**src/sdc_pkg.sv**
```systemverilog
// Constants and types shared by the DRAM command and clock-gate state block.
package sdc_pkg;

    // Address and bank field layout.
    localparam int ADDR_W        = 12;
    localparam int COL_W         = 8;
    localparam int BANK_W        = 2;
    localparam int NUM_BANKS     = 4;
    localparam int AP_BIT        = 10;

    // Cycle delays.
    localparam int READ_MASK_LAT = 2;

    // Burst and exit timing defaults.
    localparam int BURST_LEN_DEF = 4;
    localparam int EXIT_WAIT_DEF = 2;

    // Reset values.
    localparam logic [ADDR_W-1:0] MODE_RST = 12'h000;
    localparam logic [ADDR_W-1:0] ROW_RST  = 12'h000;

    // Commands decoded from {row, column, write} strobes when selected.
    typedef enum logic [3:0] {
        SDC_CMD_INHIBIT = 4'h0,
        SDC_CMD_NOP     = 4'h1,
        SDC_CMD_ACT     = 4'h2,
        SDC_CMD_READ    = 4'h3,
        SDC_CMD_WRITE   = 4'h4,
        SDC_CMD_BST     = 4'h5,
        SDC_CMD_PRE     = 4'h6,
        SDC_CMD_REF     = 4'h7,
        SDC_CMD_LMR     = 4'h8
    } sdc_cmd_t;

    // Device-wide clock-gate state.
    typedef enum logic [2:0] {
        SDC_PWR_RUN     = 3'b000,
        SDC_PWR_PDOWN   = 3'b001,
        SDC_PWR_SELFREF = 3'b010,
        SDC_PWR_SUSPEND = 3'b011,
        SDC_PWR_SREXIT  = 3'b100
    } sdc_pwr_t;

    // Per-bank state.
    typedef enum logic [2:0] {
        SDC_BANK_IDLE   = 3'b000,
        SDC_BANK_ACTIVE = 3'b001,
        SDC_BANK_READ   = 3'b010,
        SDC_BANK_WRITE  = 3'b011,
        SDC_BANK_RDAP   = 3'b100,
        SDC_BANK_WRAP   = 3'b101
    } sdc_bank_t;

endpackage : sdc_pkg

```
**src/sdc_core.sv**
```systemverilog
// Command decoder, bank tracker and clock-gate state machine of the DRAM device.
`timescale 1ns/100ps
`default_nettype none

module sdc_core
    import sdc_pkg::*;
#(
    parameter int BURST_LEN = BURST_LEN_DEF,
    parameter int EXIT_WAIT = EXIT_WAIT_DEF
) (
    // Clock and reset
    input  wire logic                        clk_sys,
    input  wire logic                        resetn,
    // Command pins
    input  wire logic                        clk_gate,
    input  wire logic                        chip_sel_n,
    input  wire logic                        row_strobe_n,
    input  wire logic                        col_strobe_n,
    input  wire logic                        write_strobe_n,
    input  wire logic                        bank_select_low,
    input  wire logic                        bank_select_high,
    input  wire logic [ADDR_W-1:0]           addr,
    input  wire logic                        byte_mask,
    // Data lines
    input  wire logic                        dq_in_valid,
    // Decoded actions toward the array
    output logic                             wr_strobe,
    output logic [BANK_W-1:0]                wr_bank,
    output logic [COL_W-1:0]                 wr_col,
    output logic                             rd_drive_en,
    output logic                             refresh_pulse,
    output logic [ADDR_W-1:0]                refresh_row,
    // State visible to the array
    output logic [ADDR_W-1:0]                mode_reg,
    output logic [NUM_BANKS*ADDR_W-1:0]      open_rows,
    output logic [NUM_BANKS-1:0]             bank_open,
    output logic [2:0]                       pwr_state,
    output logic                             all_idle
);

    // Two-stage synchronisers on every pin except dq_in_valid.
    localparam int PIN_W = ADDR_W + 8;
    logic [PIN_W-1:0] pin_s1_r;
    logic [PIN_W-1:0] pin_s2_r;
    logic [PIN_W-1:0] pin_s1_nxt;

    always_comb begin
        pin_s1_nxt = {clk_gate, chip_sel_n, row_strobe_n, col_strobe_n, write_strobe_n,
                      bank_select_high, bank_select_low, byte_mask, addr};
    end

    always_ff @(posedge clk_sys) begin
        if (!resetn) begin
            pin_s1_r <= '1;
            pin_s2_r <= '1;
        end else begin
            pin_s1_r <= pin_s1_nxt;
            pin_s2_r <= pin_s1_r;
        end
    end

    logic              gate_now;
    logic              cs_n;
    logic [2:0]        strobes;
    logic [BANK_W-1:0] bank_sel;
    logic              mask_now;
    logic [ADDR_W-1:0] addr_now;
    logic              dq_valid_s;

    assign {gate_now, cs_n, strobes, bank_sel, mask_now, addr_now} = pin_s2_r;
    assign dq_valid_s = dq_in_valid;

    // Command decode.
    sdc_cmd_t cmd;
    always_comb begin
        if (cs_n) begin
            cmd = SDC_CMD_INHIBIT;
        end else begin
            unique case (strobes)
                3'b111: cmd = SDC_CMD_NOP;
                3'b011: cmd = SDC_CMD_ACT;
                3'b101: cmd = SDC_CMD_READ;
                3'b100: cmd = SDC_CMD_WRITE;
                3'b110: cmd = SDC_CMD_BST;
                3'b010: cmd = SDC_CMD_PRE;
                3'b001: cmd = SDC_CMD_REF;
                3'b000: cmd = SDC_CMD_LMR;
            endcase
        end
    end

    logic is_nop;
    assign is_nop = (cmd == SDC_CMD_INHIBIT) || (cmd == SDC_CMD_NOP);

    // State registers.
    sdc_pwr_t              pwr_r, pwr_nxt;
    sdc_bank_t             bank_r   [NUM_BANKS];
    sdc_bank_t             bank_nxt [NUM_BANKS];
    logic [ADDR_W-1:0]     row_r    [NUM_BANKS];
    logic [ADDR_W-1:0]     row_nxt  [NUM_BANKS];
    logic                  gate_prev_r, gate_prev_nxt;
    logic [ADDR_W-1:0]     mode_r, mode_nxt;
    logic [ADDR_W-1:0]     ref_cnt_r, ref_cnt_nxt;
    logic [7:0]            burst_cnt_r, burst_cnt_nxt;
    logic [BANK_W-1:0]     burst_bank_r, burst_bank_nxt;
    logic [COL_W-1:0]      col_r, col_nxt;
    logic [7:0]            exit_cnt_r, exit_cnt_nxt;
    logic [READ_MASK_LAT-1:0] mask_pipe_r, mask_pipe_nxt;
    logic                  burst_on;
    logic                  banks_idle;
    logic                  run;

    always_comb begin
        banks_idle = 1'b1;
        for (int b = 0; b < NUM_BANKS; b++) begin
            if (bank_r[b] != SDC_BANK_IDLE) begin
                banks_idle = 1'b0;
            end
        end
    end

    assign burst_on = (burst_cnt_r != 8'h00);
    // Commands count only with the gate high at this and the previous edge.
    assign run = (pwr_r == SDC_PWR_RUN) && gate_prev_r && gate_now;

    always_comb begin
        pwr_nxt        = pwr_r;
        gate_prev_nxt  = gate_now;
        mode_nxt       = mode_r;
        ref_cnt_nxt    = ref_cnt_r;
        burst_cnt_nxt  = burst_cnt_r;
        burst_bank_nxt = burst_bank_r;
        col_nxt        = col_r;
        exit_cnt_nxt   = exit_cnt_r;
        mask_pipe_nxt  = {mask_pipe_r[READ_MASK_LAT-2:0], mask_now};
        for (int b = 0; b < NUM_BANKS; b++) begin
            bank_nxt[b] = bank_r[b];
            row_nxt[b]  = row_r[b];
        end

        // Burst progress; auto precharge closes the bank at the end.
        if (run && burst_on) begin
            burst_cnt_nxt = burst_cnt_r - 8'h01;
            col_nxt       = col_r + 8'h01;
            if (burst_cnt_r == 8'h01) begin
                unique case (bank_r[burst_bank_r])
                    SDC_BANK_RDAP, SDC_BANK_WRAP: bank_nxt[burst_bank_r] = SDC_BANK_IDLE;
                    SDC_BANK_READ, SDC_BANK_WRITE: bank_nxt[burst_bank_r] = SDC_BANK_ACTIVE;
                    default: ;
                endcase
            end
        end

        unique case (pwr_r)
            SDC_PWR_RUN: begin
                if (gate_prev_r && !gate_now) begin
                    // Falling gate chooses the low-power mode.
                    if (burst_on) begin
                        pwr_nxt = SDC_PWR_SUSPEND;
                    end else if (banks_idle && cmd == SDC_CMD_REF) begin
                        pwr_nxt     = SDC_PWR_SELFREF;
                        ref_cnt_nxt = ref_cnt_r + 12'h001;
                    end else if (banks_idle && is_nop) begin
                        pwr_nxt = SDC_PWR_PDOWN;
                    end
                end else if (run) begin
                    unique case (cmd)
                        SDC_CMD_LMR: mode_nxt = addr_now;
                        SDC_CMD_REF: ref_cnt_nxt = ref_cnt_r + 12'h001;
                        SDC_CMD_ACT: begin
                            bank_nxt[bank_sel] = SDC_BANK_ACTIVE;
                            row_nxt[bank_sel]  = addr_now;
                        end
                        SDC_CMD_READ, SDC_CMD_WRITE: begin
                            // A new column command replaces any burst.
                            if (burst_on && burst_bank_r != bank_sel
                                && bank_r[burst_bank_r] inside {SDC_BANK_RDAP, SDC_BANK_WRAP}) begin
                                bank_nxt[burst_bank_r] = SDC_BANK_IDLE;
                            end else if (burst_on && burst_bank_r != bank_sel) begin
                                bank_nxt[burst_bank_r] = SDC_BANK_ACTIVE;
                            end
                            if (cmd == SDC_CMD_READ) begin
                                bank_nxt[bank_sel] = addr_now[AP_BIT] ? SDC_BANK_RDAP
                                                                      : SDC_BANK_READ;
                            end else begin
                                bank_nxt[bank_sel] = addr_now[AP_BIT] ? SDC_BANK_WRAP
                                                                      : SDC_BANK_WRITE;
                            end
                            burst_bank_nxt = bank_sel;
                            col_nxt        = addr_now[COL_W-1:0] + 8'h01;
                            burst_cnt_nxt  = 8'(BURST_LEN);
                        end
                        SDC_CMD_BST: begin
                            if (burst_on && bank_r[burst_bank_r] inside
                                {SDC_BANK_READ, SDC_BANK_WRITE}) begin
                                bank_nxt[burst_bank_r] = SDC_BANK_ACTIVE;
                            end
                            burst_cnt_nxt = 8'h00;
                        end
                        SDC_CMD_PRE: begin
                            // Precharge truncates a burst in the affected bank.
                            for (int b = 0; b < NUM_BANKS; b++) begin
                                if (addr_now[AP_BIT] || bank_sel == BANK_W'(b)) begin
                                    bank_nxt[b] = SDC_BANK_IDLE;
                                    if (burst_on && burst_bank_r == BANK_W'(b)) begin
                                        burst_cnt_nxt = 8'h00;
                                    end
                                end
                            end
                        end
                        default: ;
                    endcase
                end
            end
            SDC_PWR_PDOWN: begin
                if (gate_now && is_nop) begin
                    pwr_nxt = SDC_PWR_RUN;
                end
            end
            SDC_PWR_SELFREF: begin
                // Keep refreshing internally while the gate stays low.
                ref_cnt_nxt = ref_cnt_r + 12'h001;
                if (gate_now) begin
                    pwr_nxt      = SDC_PWR_SREXIT;
                    exit_cnt_nxt = 8'(EXIT_WAIT);
                end
            end
            SDC_PWR_SREXIT: begin
                // Commands are ignored until the exit time is spent.
                if (exit_cnt_r == 8'h01) begin
                    pwr_nxt = SDC_PWR_RUN;
                end
                exit_cnt_nxt = exit_cnt_r - 8'h01;
            end
            SDC_PWR_SUSPEND: begin
                if (gate_now) begin
                    pwr_nxt = SDC_PWR_RUN;
                end
            end
            default: pwr_nxt = SDC_PWR_RUN;
        endcase
    end

    always_ff @(posedge clk_sys) begin
        if (!resetn) begin
            pwr_r        <= SDC_PWR_RUN;
            gate_prev_r  <= 1'b1;
            mode_r       <= MODE_RST;
            ref_cnt_r    <= ROW_RST;
            burst_cnt_r  <= 8'h00;
            burst_bank_r <= '0;
            col_r        <= '0;
            exit_cnt_r   <= 8'h00;
            mask_pipe_r  <= '1;
            for (int b = 0; b < NUM_BANKS; b++) begin
                bank_r[b] <= SDC_BANK_IDLE;
                row_r[b]  <= ROW_RST;
            end
        end else begin
            pwr_r        <= pwr_nxt;
            gate_prev_r  <= gate_prev_nxt;
            mode_r       <= mode_nxt;
            ref_cnt_r    <= ref_cnt_nxt;
            burst_cnt_r  <= burst_cnt_nxt;
            burst_bank_r <= burst_bank_nxt;
            col_r        <= col_nxt;
            exit_cnt_r   <= exit_cnt_nxt;
            mask_pipe_r  <= mask_pipe_nxt;
            for (int b = 0; b < NUM_BANKS; b++) begin
                bank_r[b] <= bank_nxt[b];
                row_r[b]  <= row_nxt[b];
            end
        end
    end

    // Registered outputs.
    logic                        wr_now;
    logic [NUM_BANKS*ADDR_W-1:0] rows_flat;
    logic [NUM_BANKS-1:0]        open_flat;
    logic                        ref_now;

    // Write data is masked in the same cycle as the mask; the command cycle is beat one.
    assign wr_now = run && !mask_now && dq_valid_s
                    && ((cmd == SDC_CMD_WRITE)
                        || (is_nop && burst_cnt_r > 8'h01 && bank_r[burst_bank_r] inside
                            {SDC_BANK_WRITE, SDC_BANK_WRAP}));
    assign ref_now = (run && cmd == SDC_CMD_REF) || (pwr_r == SDC_PWR_SELFREF);

    for (genvar g = 0; g < NUM_BANKS; g++) begin : g_flat
        assign rows_flat[g*ADDR_W +: ADDR_W] = row_r[g];
        assign open_flat[g] = (bank_r[g] != SDC_BANK_IDLE);
    end

    always_ff @(posedge clk_sys) begin
        if (!resetn) begin
            wr_strobe     <= 1'b0;
            wr_bank       <= '0;
            wr_col        <= '0;
            rd_drive_en   <= 1'b0;
            refresh_pulse <= 1'b0;
            refresh_row   <= ROW_RST;
            mode_reg      <= MODE_RST;
            open_rows     <= '0;
            bank_open     <= '0;
            pwr_state     <= SDC_PWR_RUN;
            all_idle      <= 1'b1;
        end else begin
            wr_strobe     <= wr_now;
            wr_bank       <= (cmd == SDC_CMD_WRITE) ? bank_sel : burst_bank_r;
            wr_col        <= (cmd == SDC_CMD_WRITE) ? addr_now[COL_W-1:0] : col_r;
            rd_drive_en   <= !mask_pipe_r[READ_MASK_LAT-1];
            refresh_pulse <= ref_now;
            refresh_row   <= ref_cnt_r;
            mode_reg      <= mode_r;
            open_rows     <= rows_flat;
            bank_open     <= open_flat;
            pwr_state     <= pwr_r;
            all_idle      <= banks_idle && (pwr_r == SDC_PWR_RUN);
        end
    end

endmodule : sdc_core

`default_nettype wire

```
**config.mk**
```make
export PLATFORM = sky130hd
export DESIGN_NAME = sdc_core
export DESIGN_NICKNAME = d
export VERILOG_FILES = /design/src/sdc_pkg.sv /design/src/sdc_core.sv
export SDC_FILE = /design/constraint.sdc
export NUM_CORES = 1
export LEC_CHECK = 0
export ABC_AREA = 1
export BUFFER_PORTS_ARGS = -buffer_cell sky130_fd_sc_hd__clkbuf_2
export CAP_MARGIN = 20
export CORE_UTILIZATION = 30
export DETAILED_ROUTE_END_ITERATION = 8
export PLACE_DENSITY_LB_ADDON = 0.08
export SYNTH_ARGS = -nofsm -noshare
export SYNTH_HDL_FRONTEND = slang
export SYNTH_SLANG_ARGS = --single-unit
```
**constraint.sdc**
```tcl
create_clock -name clk_sys -period 2.01 [get_ports clk_sys]
set_input_delay 0.201 -clock clk_sys [delete_from_list [all_inputs] [get_ports clk_sys]]
set_output_delay 0.201 -clock clk_sys [all_outputs]
set_load 0.005 [all_outputs]
```
* Word level (Yosys, flattened, before mapping)
Memories as Yosys holds them, arrays and structs flattened. A register that Yosys moved wholly into a read port is not among the register bits. Index checks and enable logic that the tools add are counted. W data, S select, Z words.
Storage, ports and cells: flip-flop bits (word level) 189, latch bits 0, bits in writable memories 60, bits in read-only memories 32, input port bits 23, word-level logic and storage cells 236, memories kept 3
Memories:
- row_r | depth 4, bits a word 12, read ports 4, clocked after Yosys merged registers in 0, wr ports 4, line sdc_core.sv:99 | logic [ADDR_W-1:0] row_r [NUM_BANKS];
- (name not given) | depth 8, bits a word 4, read ports 1, clocked after Yosys merged registers in 1, wr ports 0, line sdc_core.sv:79 | unique case (strobes)
- bank_r | depth 4, bits a word 3, read ports 5, clocked after Yosys merged registers in 1, wr ports 4, line sdc_core.sv:97 | sdc_bank_t bank_r [NUM_BANKS];
Cells by class: add/sub/neg operators 5, multiply operators 0, divide/modulo/power cells 0, magnitude comparators 5, equal/unequal tests 35, shift operators 0, mux-type cells 89, bitwise operators 22, reduce and logical (&&, ||, !) cells 55
Operator list (number):
- $mux W12 | 23
- $mux W48 | 4
- $mux W8 | 19
- $mux W3 | 21
- $bwmux W48 | 1
- $pmux W12 S2 | 2
- $pmux W12 S4 | 1
- $and A12 B12 Y12 | 2
- $and A8 B8 Y8 | 3
- $bwmux W12 | 2
- $demux W12 S2 | 1
- $pmux W8 S3 | 1
- $logic_and A1 B1 Y1 | 23
- $add A8 B1 Y8 const B | 2
- $eq A4 B3 Y1 const B | 4
- $eq A8 B1 Y1 const B | 2
- $not A8 Y8 | 2
- $pmux W8 S2 | 1
- $sub A8 B1 Y8 const B | 2
- $pmux W3 S5 | 1
- $add A12 B1 Y12 const B | 1
- $demux W3 S2 | 2
- $eq A3 B2 Y1 const B | 4
- $not A12 Y12 | 1
- 37 further kinds | 86

* Logic depth before layout (Yosys ltp)
Gate-level depths: netlist (run 1).
word-level depth 24, mapped depth 15, gate-level depth less buffers 14

* Worst setup path after synthesis (run 1)
OpenSTA, ideal clock, no wires.
path type reg-to-reg, from register burst_cnt_r[0], to register ref_cnt_r[1], arrival time 1710 ps, required time 1943 ps, path slack 233 ps, stages on the path, launching flop included 14, cells stage by stage dfxtp_1 inv_1 ha_1 inv_1 nor2_1 nand2_4 inv_1 nand2_1 o21ai_1 nand3_2 nand2_4 buf_8 nand2_1 a21oi_2
Between the ends: word-level cells in the longest chain between the ends 3
RTL lines:
- from (decl) | line sdc_core.sv:104 | logic [7:0] burst_cnt_r, burst_cnt_nxt;
- from (signal assigned) | line sdc_core.sv:264 | burst_cnt_r <= burst_cnt_nxt;
- $reduce_bool A8 Y1 | line sdc_core.sv:122 | assign burst_on = (burst_cnt_r != 8'h00);
- $ne A3 B3 Y1 (no source line)
- $reduce_and A5 Y1 (no source line)
- to (signal assigned) | line sdc_core.sv:263 | ref_cnt_r <= ref_cnt_nxt;
- to (decl) | line sdc_core.sv:103 | logic [ADDR_W-1:0] ref_cnt_r, ref_cnt_nxt;
No other way between the ends. A chain may end at the register's enable or synchronous reset.

==> impl_metrics.env, run 1 <==
export IMPL_ioPinCount=116
export IMPL_crit_path_top_delay_cell="dfxtp_2"
export IMPL_numPortBuffers=115
export IMPL_relSlewSlack=0.712
export IMPL_die_height_um=182
export IMPL_crit_top_cell="inv_1"
export IMPL_drt_pass1_iter_count=4
export IMPL_crit_path_cell_trace="inv_1 -> ha_1 -> inv_1 -> nor2_2 -> nand2_4 -> inv_1 -> nor2_1 -> nand2_1 -> a21oi_1 -> nand3_1 -> nand2_1 -> a21oi_1"
export IMPL_clk_latency_ns=0.54
export IMPL_gp_congestion=0.855
export IMPL_dpl_cell_count=1746
export IMPL_reg_largest_list="open_rows x48, row_r x48, pin_s1_r x20"
export IMPL_yosysTopAreaCell="dfxtp_1"
export IMPL_start_util=0.306
export IMPL_h_tree_depth=1
export IMPL_cts_sinks=252
export IMPL_groute_usage_overall=0.153
export IMPL_worst_slew_pin_slew_ns=0.432
export IMPL_path_clk_slew_ns=0.06
export IMPL_vias=8020
export IMPL_drv_slew=0
export IMPL_grt_pass1_wl_um=40700
export IMPL_grt_pass1_vias=7677
export IMPL_total_power_uw=12100
export IMPL_die_width_um=182
export IMPL_finalSetupViolCount=0
export IMPL_period_share=0.922
export IMPL_nFillCells=3367
export IMPL_core_mm2=0.0317
export IMPL_drcViolationCount=0
export IMPL_fin_setup_tns_ns=0
export IMPL_synth_area_leaders="dfxtp_1 (52%), nand2_1 (9.5%), inv_1 (6.1%), nor2_1 (4.4%), a21oi_1 (4.3%)"
export IMPL_nNetsFinal=1430
export IMPL_pre_cts_slack_ns=0.104
export IMPL_final_cells=1819
export IMPL_cts_tree="built"
export IMPL_numCtsBuffers=29
export IMPL_overflow=0
export IMPL_max_freq_ghz=0.540
export IMPL_synth_edff_count=0
export IMPL_root_buffer="clkbuf_16"
export IMPL_diodes=0
export IMPL_synth_nets=1250
export IMPL_drive_gt1_frac=0.210
export IMPL_post_dp_hpwl_um=17900
export IMPL_drtIter0Drc=285
export IMPL_wire_per_inst_um=13.8
export IMPL_rsz0062_at_grt="no"
export IMPL_syn_area_per_cell_um2=7.97
export IMPL_hold_path_class="register to register"
export IMPL_ir_worst_vdd_mv=0.777
export IMPL_ant_nets=0
export IMPL_path_max_fanout=5
export IMPL_synth_area_mm2=0.00971
export IMPL_arrival_ns=2.27
export IMPL_via_per_inst=4.41
export IMPL_synth_flop_cell="dfxtp_1"
export IMPL_leakage_uw=0.00591
export IMPL_critPathRequiredTime_ns=2.43
export IMPL_netlist_instances=1219
export IMPL_cap_violations=0
export IMPL_outcome="finished clean"
export IMPL_crit_type="register to register"
export IMPL_layout_setup_ws_ns=0.158
export IMPL_synth_seq_area_share=0.520
export IMPL_routed_wl_um=25100
export IMPL_worst_r2r_setup_slack_ns=0.16
export IMPL_dieArea_mm2=0.0331
export IMPL_min_period_ns=1.85
export IMPL_synth_top_area_frac=0.520
export IMPL_slowest_delay_ns=0.34
export IMPL_final_hold_viol_count=0
export IMPL_p_per_area_mw_per_mm2=983
export IMPL_rows=65
export IMPL_synth_seq_cells=252
export IMPL_grt_max_degree=95
export IMPL_skew_ns=0.0165
export IMPL_ys_types=49
export IMPL_postSynth_asyncResetShare=0
export IMPL_clk_path_buf_depth=3
export IMPL_area_growth_pct=27.0
export IMPL_antenna_found_initial=0
export IMPL_end_kind="register"
export IMPL_yosys_warnings=0
export IMPL_crit_path_start_kind="register"
==> power by group <==
group          switching [µW]  total, µW  leakage [µW]  internal [µW]
combinational             894       1510       0.00340            618
sequential                111       5270       0.00204           5160
clock                    2050       5340      0.000473           3290
total                    3060      12100       0.00591           9060
==> worst max-delay path: cells and delay by family (launching register included) <==
kind                     cells  cell delay (ns)
AND/OR/NAND/NOR              6             0.76
flip-flops                   1             0.34
AO/OA/AOI/OAI                2             0.24
buffers and inverters        3             0.21
adder cells (fa/ha/maj)      1             0.19
==> Yosys cell counts, types with 3 or more instances <==
library cell / instances
dfxtp_1: 252
nand2_1: 246
inv_1: 159
nor2_1: 113
a21oi_1: 84
o21ai_0: 69
nand3_1: 55
or2_2: 40
a211oi_1: 35
clkbuf_1: 29
xor2_1: 14
nor3_1: 12
nand4_1: 10
ha_1: 8
inv_2: 8
nor2_4: 8
xnor2_1: 7
buf_2: 6
buf_4: 6
nor2_2: 5
o22ai_1: 5
o21bai_1: 4
a31oi_1: 3
clkinv_1: 3
nand2_2: 3
o211ai_1: 3
o21a_1: 3
==> through the flow <==
step                      hold slack, ns  area [µm²]   util
after global placement             0.381       11100  0.349
after global routing               0.373       12300  0.389
after detailed placement           0.384       11100  0.349
after floorplan                    0.308        9710      -
final                              0.377       12300  0.389
after CTS                          0.355       12300  0.387
==> cells by family after synthesis <==
group / share of synthesized area
DFF: 0.520
AOI/OAI and AO/OA: 0.128
buffers and inverters: 0.0889
adders and majority gates: 0.0103
and+or+nand+nor: 0.235
xor gates and xnor gates: 0.0189
==> placed cells by master (no fill, tap or decap), drive strengths merged, types with 7 or more instances in the layout <==
master and n:
a21oi 85, nor3 16, buf 57, dfxtp 252, nand2 251, clkinv 10
ha 8, nor2 126, dlygate4sd3 22, clkbuf 152, o21ai 71, nand3 57
inv 168, xor2 14, a211oi 35, or2 41, nand4 11, xnor2 7
==> routing by layer <==
metal  vias to the layer above  GRT usage  part of all wire
li1                       4224          -                 -
met1                      3620      0.210              0.50
met2                       139      0.250              0.45
met3                        37     0.0241             0.037
met4                         0     0.0383             0.021
met5                         -          0                 0
==> final timing paths <==
check / start / end / depth (start not counted)
worst max register to register: burst_cnt_r[0]$_SDFF_PN0_ / bank_r[0][2]$_SDFF_PN0_ / 12
worst min register to register: mask_pipe_r[1]$_SDFF_PN1_ / rd_drive_en$_SDFF_PN0_ / 1
worst max-delay path: burst_cnt_r[0]$_SDFF_PN0_ / bank_r[0][2]$_SDFF_PN0_ / 12
worst min-delay path: mask_pipe_r[1]$_SDFF_PN1_ / rd_drive_en$_SDFF_PN0_ / 1
==> final cells by class <==
type	instances	area (µm²)	share of cell area
Clock buffer	38	800	0.0649
Clock inverter	11	165	0.0134
Inverter	172	651	0.0528
Multi-Input combinational cell	751	3830	0.311
Sequential cell	252	5050	0.409
Tap cell	402	503	0.0408
Timing Repair Buffer	193	1330	0.108
==> timing repair <==
item	CTS	global route
buffers inserted	0	2
resized for setup	0	8
hold buffers	22	0
endpoints found under the setup margin	0	23
endpoints found under the hold margin	23	0
(Power assumes the default switching activity.)
==> inputs of run 2 (changes only) <==
- RECOVER_POWER: unset -> 25
==> run 2 against run 1 <==
Global-route usage is the same. Clock power about the same. Worst setup slack is essentially flat. Maximum frequency about the same. Via count about the same. Count of clock-buffer cells in the layout stayed put. Critical path type unchanged. Largest cell class unchanged.
==> impl_metrics.env, run 2 (synthesis results as in run 1) <==
export IMPL_outcome="finished clean"
export IMPL_r2r_end="bank_r[0][2]$_SDFF_PN0_"
export IMPL_crit_cells=12
export IMPL_h_tree_depth=1
export IMPL_wire_per_inst_um=13.8
export IMPL_area_growth_pct=26.9
export IMPL_path_clk_slew_ns=0.06
export IMPL_slowest_delay_ns=0.34
export IMPL_reg_largest_list="open_rows x48, row_r x48, pin_s1_r x20"
export IMPL_crit_end="bank_r[0][2]$_SDFF_PN0_"
export IMPL_layout_commonest_cell="dfxtp_1"
export IMPL_via_per_inst=4.41
export IMPL_end_kind="register"
export IMPL_hold_path_class="register to register"
export IMPL_p_per_area_mw_per_mm2=983
export IMPL_drv_slew=0
export IMPL_crit_family="simple AND/OR/NAND/NOR gates"
export IMPL_nNetsFinal=1430
export IMPL_reg2reg_depth=12
export IMPL_cap_violations=0
export IMPL_critPathBufInv=3
export IMPL_die_width_um=182
export IMPL_drtIter0Drc=285
export IMPL_die_height_um=182
export IMPL_relSlewSlack=0.562
export IMPL_period_share=0.922
export IMPL_rsz0062_at_grt="no"
export IMPL_final_hold_viol_count=0
export IMPL_grt_pass1_vias=7677
export IMPL_fin_setup_tns_ns=0
export IMPL_gp_congestion=0.855
export IMPL_diodes=0
export IMPL_root_buffer="clkbuf_16"
export IMPL_cts_sinks=252
export IMPL_leakage_uw=0.00591
export IMPL_post_dp_hpwl_um=17900
export IMPL_ant_nets=0
export IMPL_cts_tree="built"
export IMPL_crit_type="register to register"
export IMPL_finalSetupViolCount=0
export IMPL_drcViolationCount=0
export IMPL_drt_pass1_iter_count=4
export IMPL_ioPinCount=116
export IMPL_numPortBuffers=115
export IMPL_drive_gt1_frac=0.209
export IMPL_crit_path_start_kind="register"
export IMPL_clk_path_buf_depth=3
export IMPL_layout_setup_ws_ns=0.157
export IMPL_final_cell_mix="dfxtp_1 (251), nand2_1 (245), inv_1 (159), clkbuf_2 (114), nor2_1 (110)"
export IMPL_overflow=0
export IMPL_grt_max_degree=95
export IMPL_crit_path_top_delay_cell="dfxtp_2"
export IMPL_max_freq_ghz=0.540
export IMPL_clk_latency_ns=0.54
export IMPL_vias=8015
export IMPL_numCtsBuffers=29
export IMPL_critPathRequiredTime_ns=2.43
export IMPL_path_max_fanout=5
export IMPL_worst_r2r_setup_slack_ns=0.16
export IMPL_fin_util=0.389
export IMPL_crit_top_cell="inv_1"
export IMPL_startpoint="burst_cnt_r[0]$_SDFF_PN0_"
export IMPL_dieArea_mm2=0.0331
export IMPL_groute_usage_overall=0.153
export IMPL_worstReg2RegStart="burst_cnt_r[0]$_SDFF_PN0_"
export IMPL_start_util=0.306
export IMPL_routed_wl_um=25100
export IMPL_min_period_ns=1.85
export IMPL_arrival_ns=2.27
export IMPL_grt_pass1_wl_um=40700
export IMPL_ir_worst_vdd_mv=0.777
export IMPL_rows=65
export IMPL_pre_cts_slack_ns=0.104
export IMPL_core_mm2=0.0317
export IMPL_skew_ns=0.0164
export IMPL_worst_slew_pin_slew_ns=0.657
export IMPL_antenna_found_initial=0
export IMPL_crit_path_cell_trace="inv_1 -> ha_1 -> inv_1 -> nor2_2 -> nand2_4 -> inv_1 -> nor2_1 -> nand2_1 -> a21oi_1 -> nand3_1 -> nand2_1 -> a21oi_1"
run 2: changes by cell type in the layout (fill, tap and decap cells not counted):
cell / previous run / this run
clkbuf_1: 5 / 6
buf_4: 48 / 47
run 2: what timing repair did:
action                     in CTS  in global routing
hold endpoints to repair       23                  0
gates resized for setup         0                  8
buffers inserted                0                  2
hold buffers                   22                  0
setup endpoints to repair       0                 23
run 2: area by class of cell:
type / instances / area [µm²]
Clock buffer: 38 / 800
Clock inverter: 11 / 165
Fill cell: 3369 / 19400
Inverter: 172 / 651
Multi-Input combinational cell: 751 / 3830
Sequential cell: 252 / 5050
Tap cell: 402 / 503
Timing Repair Buffer: 193 / 1330
run 2: power breakdown:
| group | leakage, µW | internal [µW] | switching [µW] |
|---|---|---|---|
| combinational | 0.00339 | 617 | 894 |
| sequential | 0.00204 | 5160 | 111 |
| clock | 0.000473 | 3290 | 2050 |
run 2: per-stage QoR:
step | area [µm²] | power [µW] | cells | hold WS (ns)
finish | 12300 | 12100 | 1819 | 0.377
global placement | 11100 | 6770 | 1746 | 0.381
CTS | 12300 | 12200 | 1817 | 0.355
global route | 12300 | 12700 | 1819 | 0.373
floorplan | 9710 | 6310 | 1219 | 0.308
detailed placement | 11100 | 6760 | 1746 | 0.384
run 2: worst min-delay path by stage:
| stage | to | slack, ns | start | cells past startpoint |
|---|---|---|---|---|
| 2_1_floorplan | pin_s1_r[0]$_SDFF_PN1_ | 0.31 | addr[0] | 1 |
| 3_3_place_gp | rd_drive_en$_SDFF_PN0_ | 0.38 | mask_pipe_r[1]$_SDFF_PN1_ | 1 |
| 3_5_place_dp | rd_drive_en$_SDFF_PN0_ | 0.38 | mask_pipe_r[1]$_SDFF_PN1_ | 1 |
| 4_1_cts | pin_s1_r[4]$_SDFF_PN1_ | 0.36 | addr[4] | 3 |
| 5_1_grt | pin_s1_r[5]$_SDFF_PN1_ | 0.37 | addr[5] | 3 |
| 6_report | rd_drive_en$_SDFF_PN0_ | 0.38 | mask_pipe_r[1]$_SDFF_PN1_ | 1 |
run 2: worst register-to-register path, delay by kind of cell (launching register included):
kind	cells	cell delay (ns)
fa+ha+maj	1	0.19
buf+inv	3	0.21
flops	1	0.34
simple gates	6	0.77
compound gates	2	0.24
run 2: per-layer routing:
metal	wire length, µm	global-route usage	up-vias
met5	0	0	-
met1	12500	0.210	3616
li1	-	-	4224
met2	11200	0.250	138
met4	519	0.0383	0
met3	946	0.0241	37
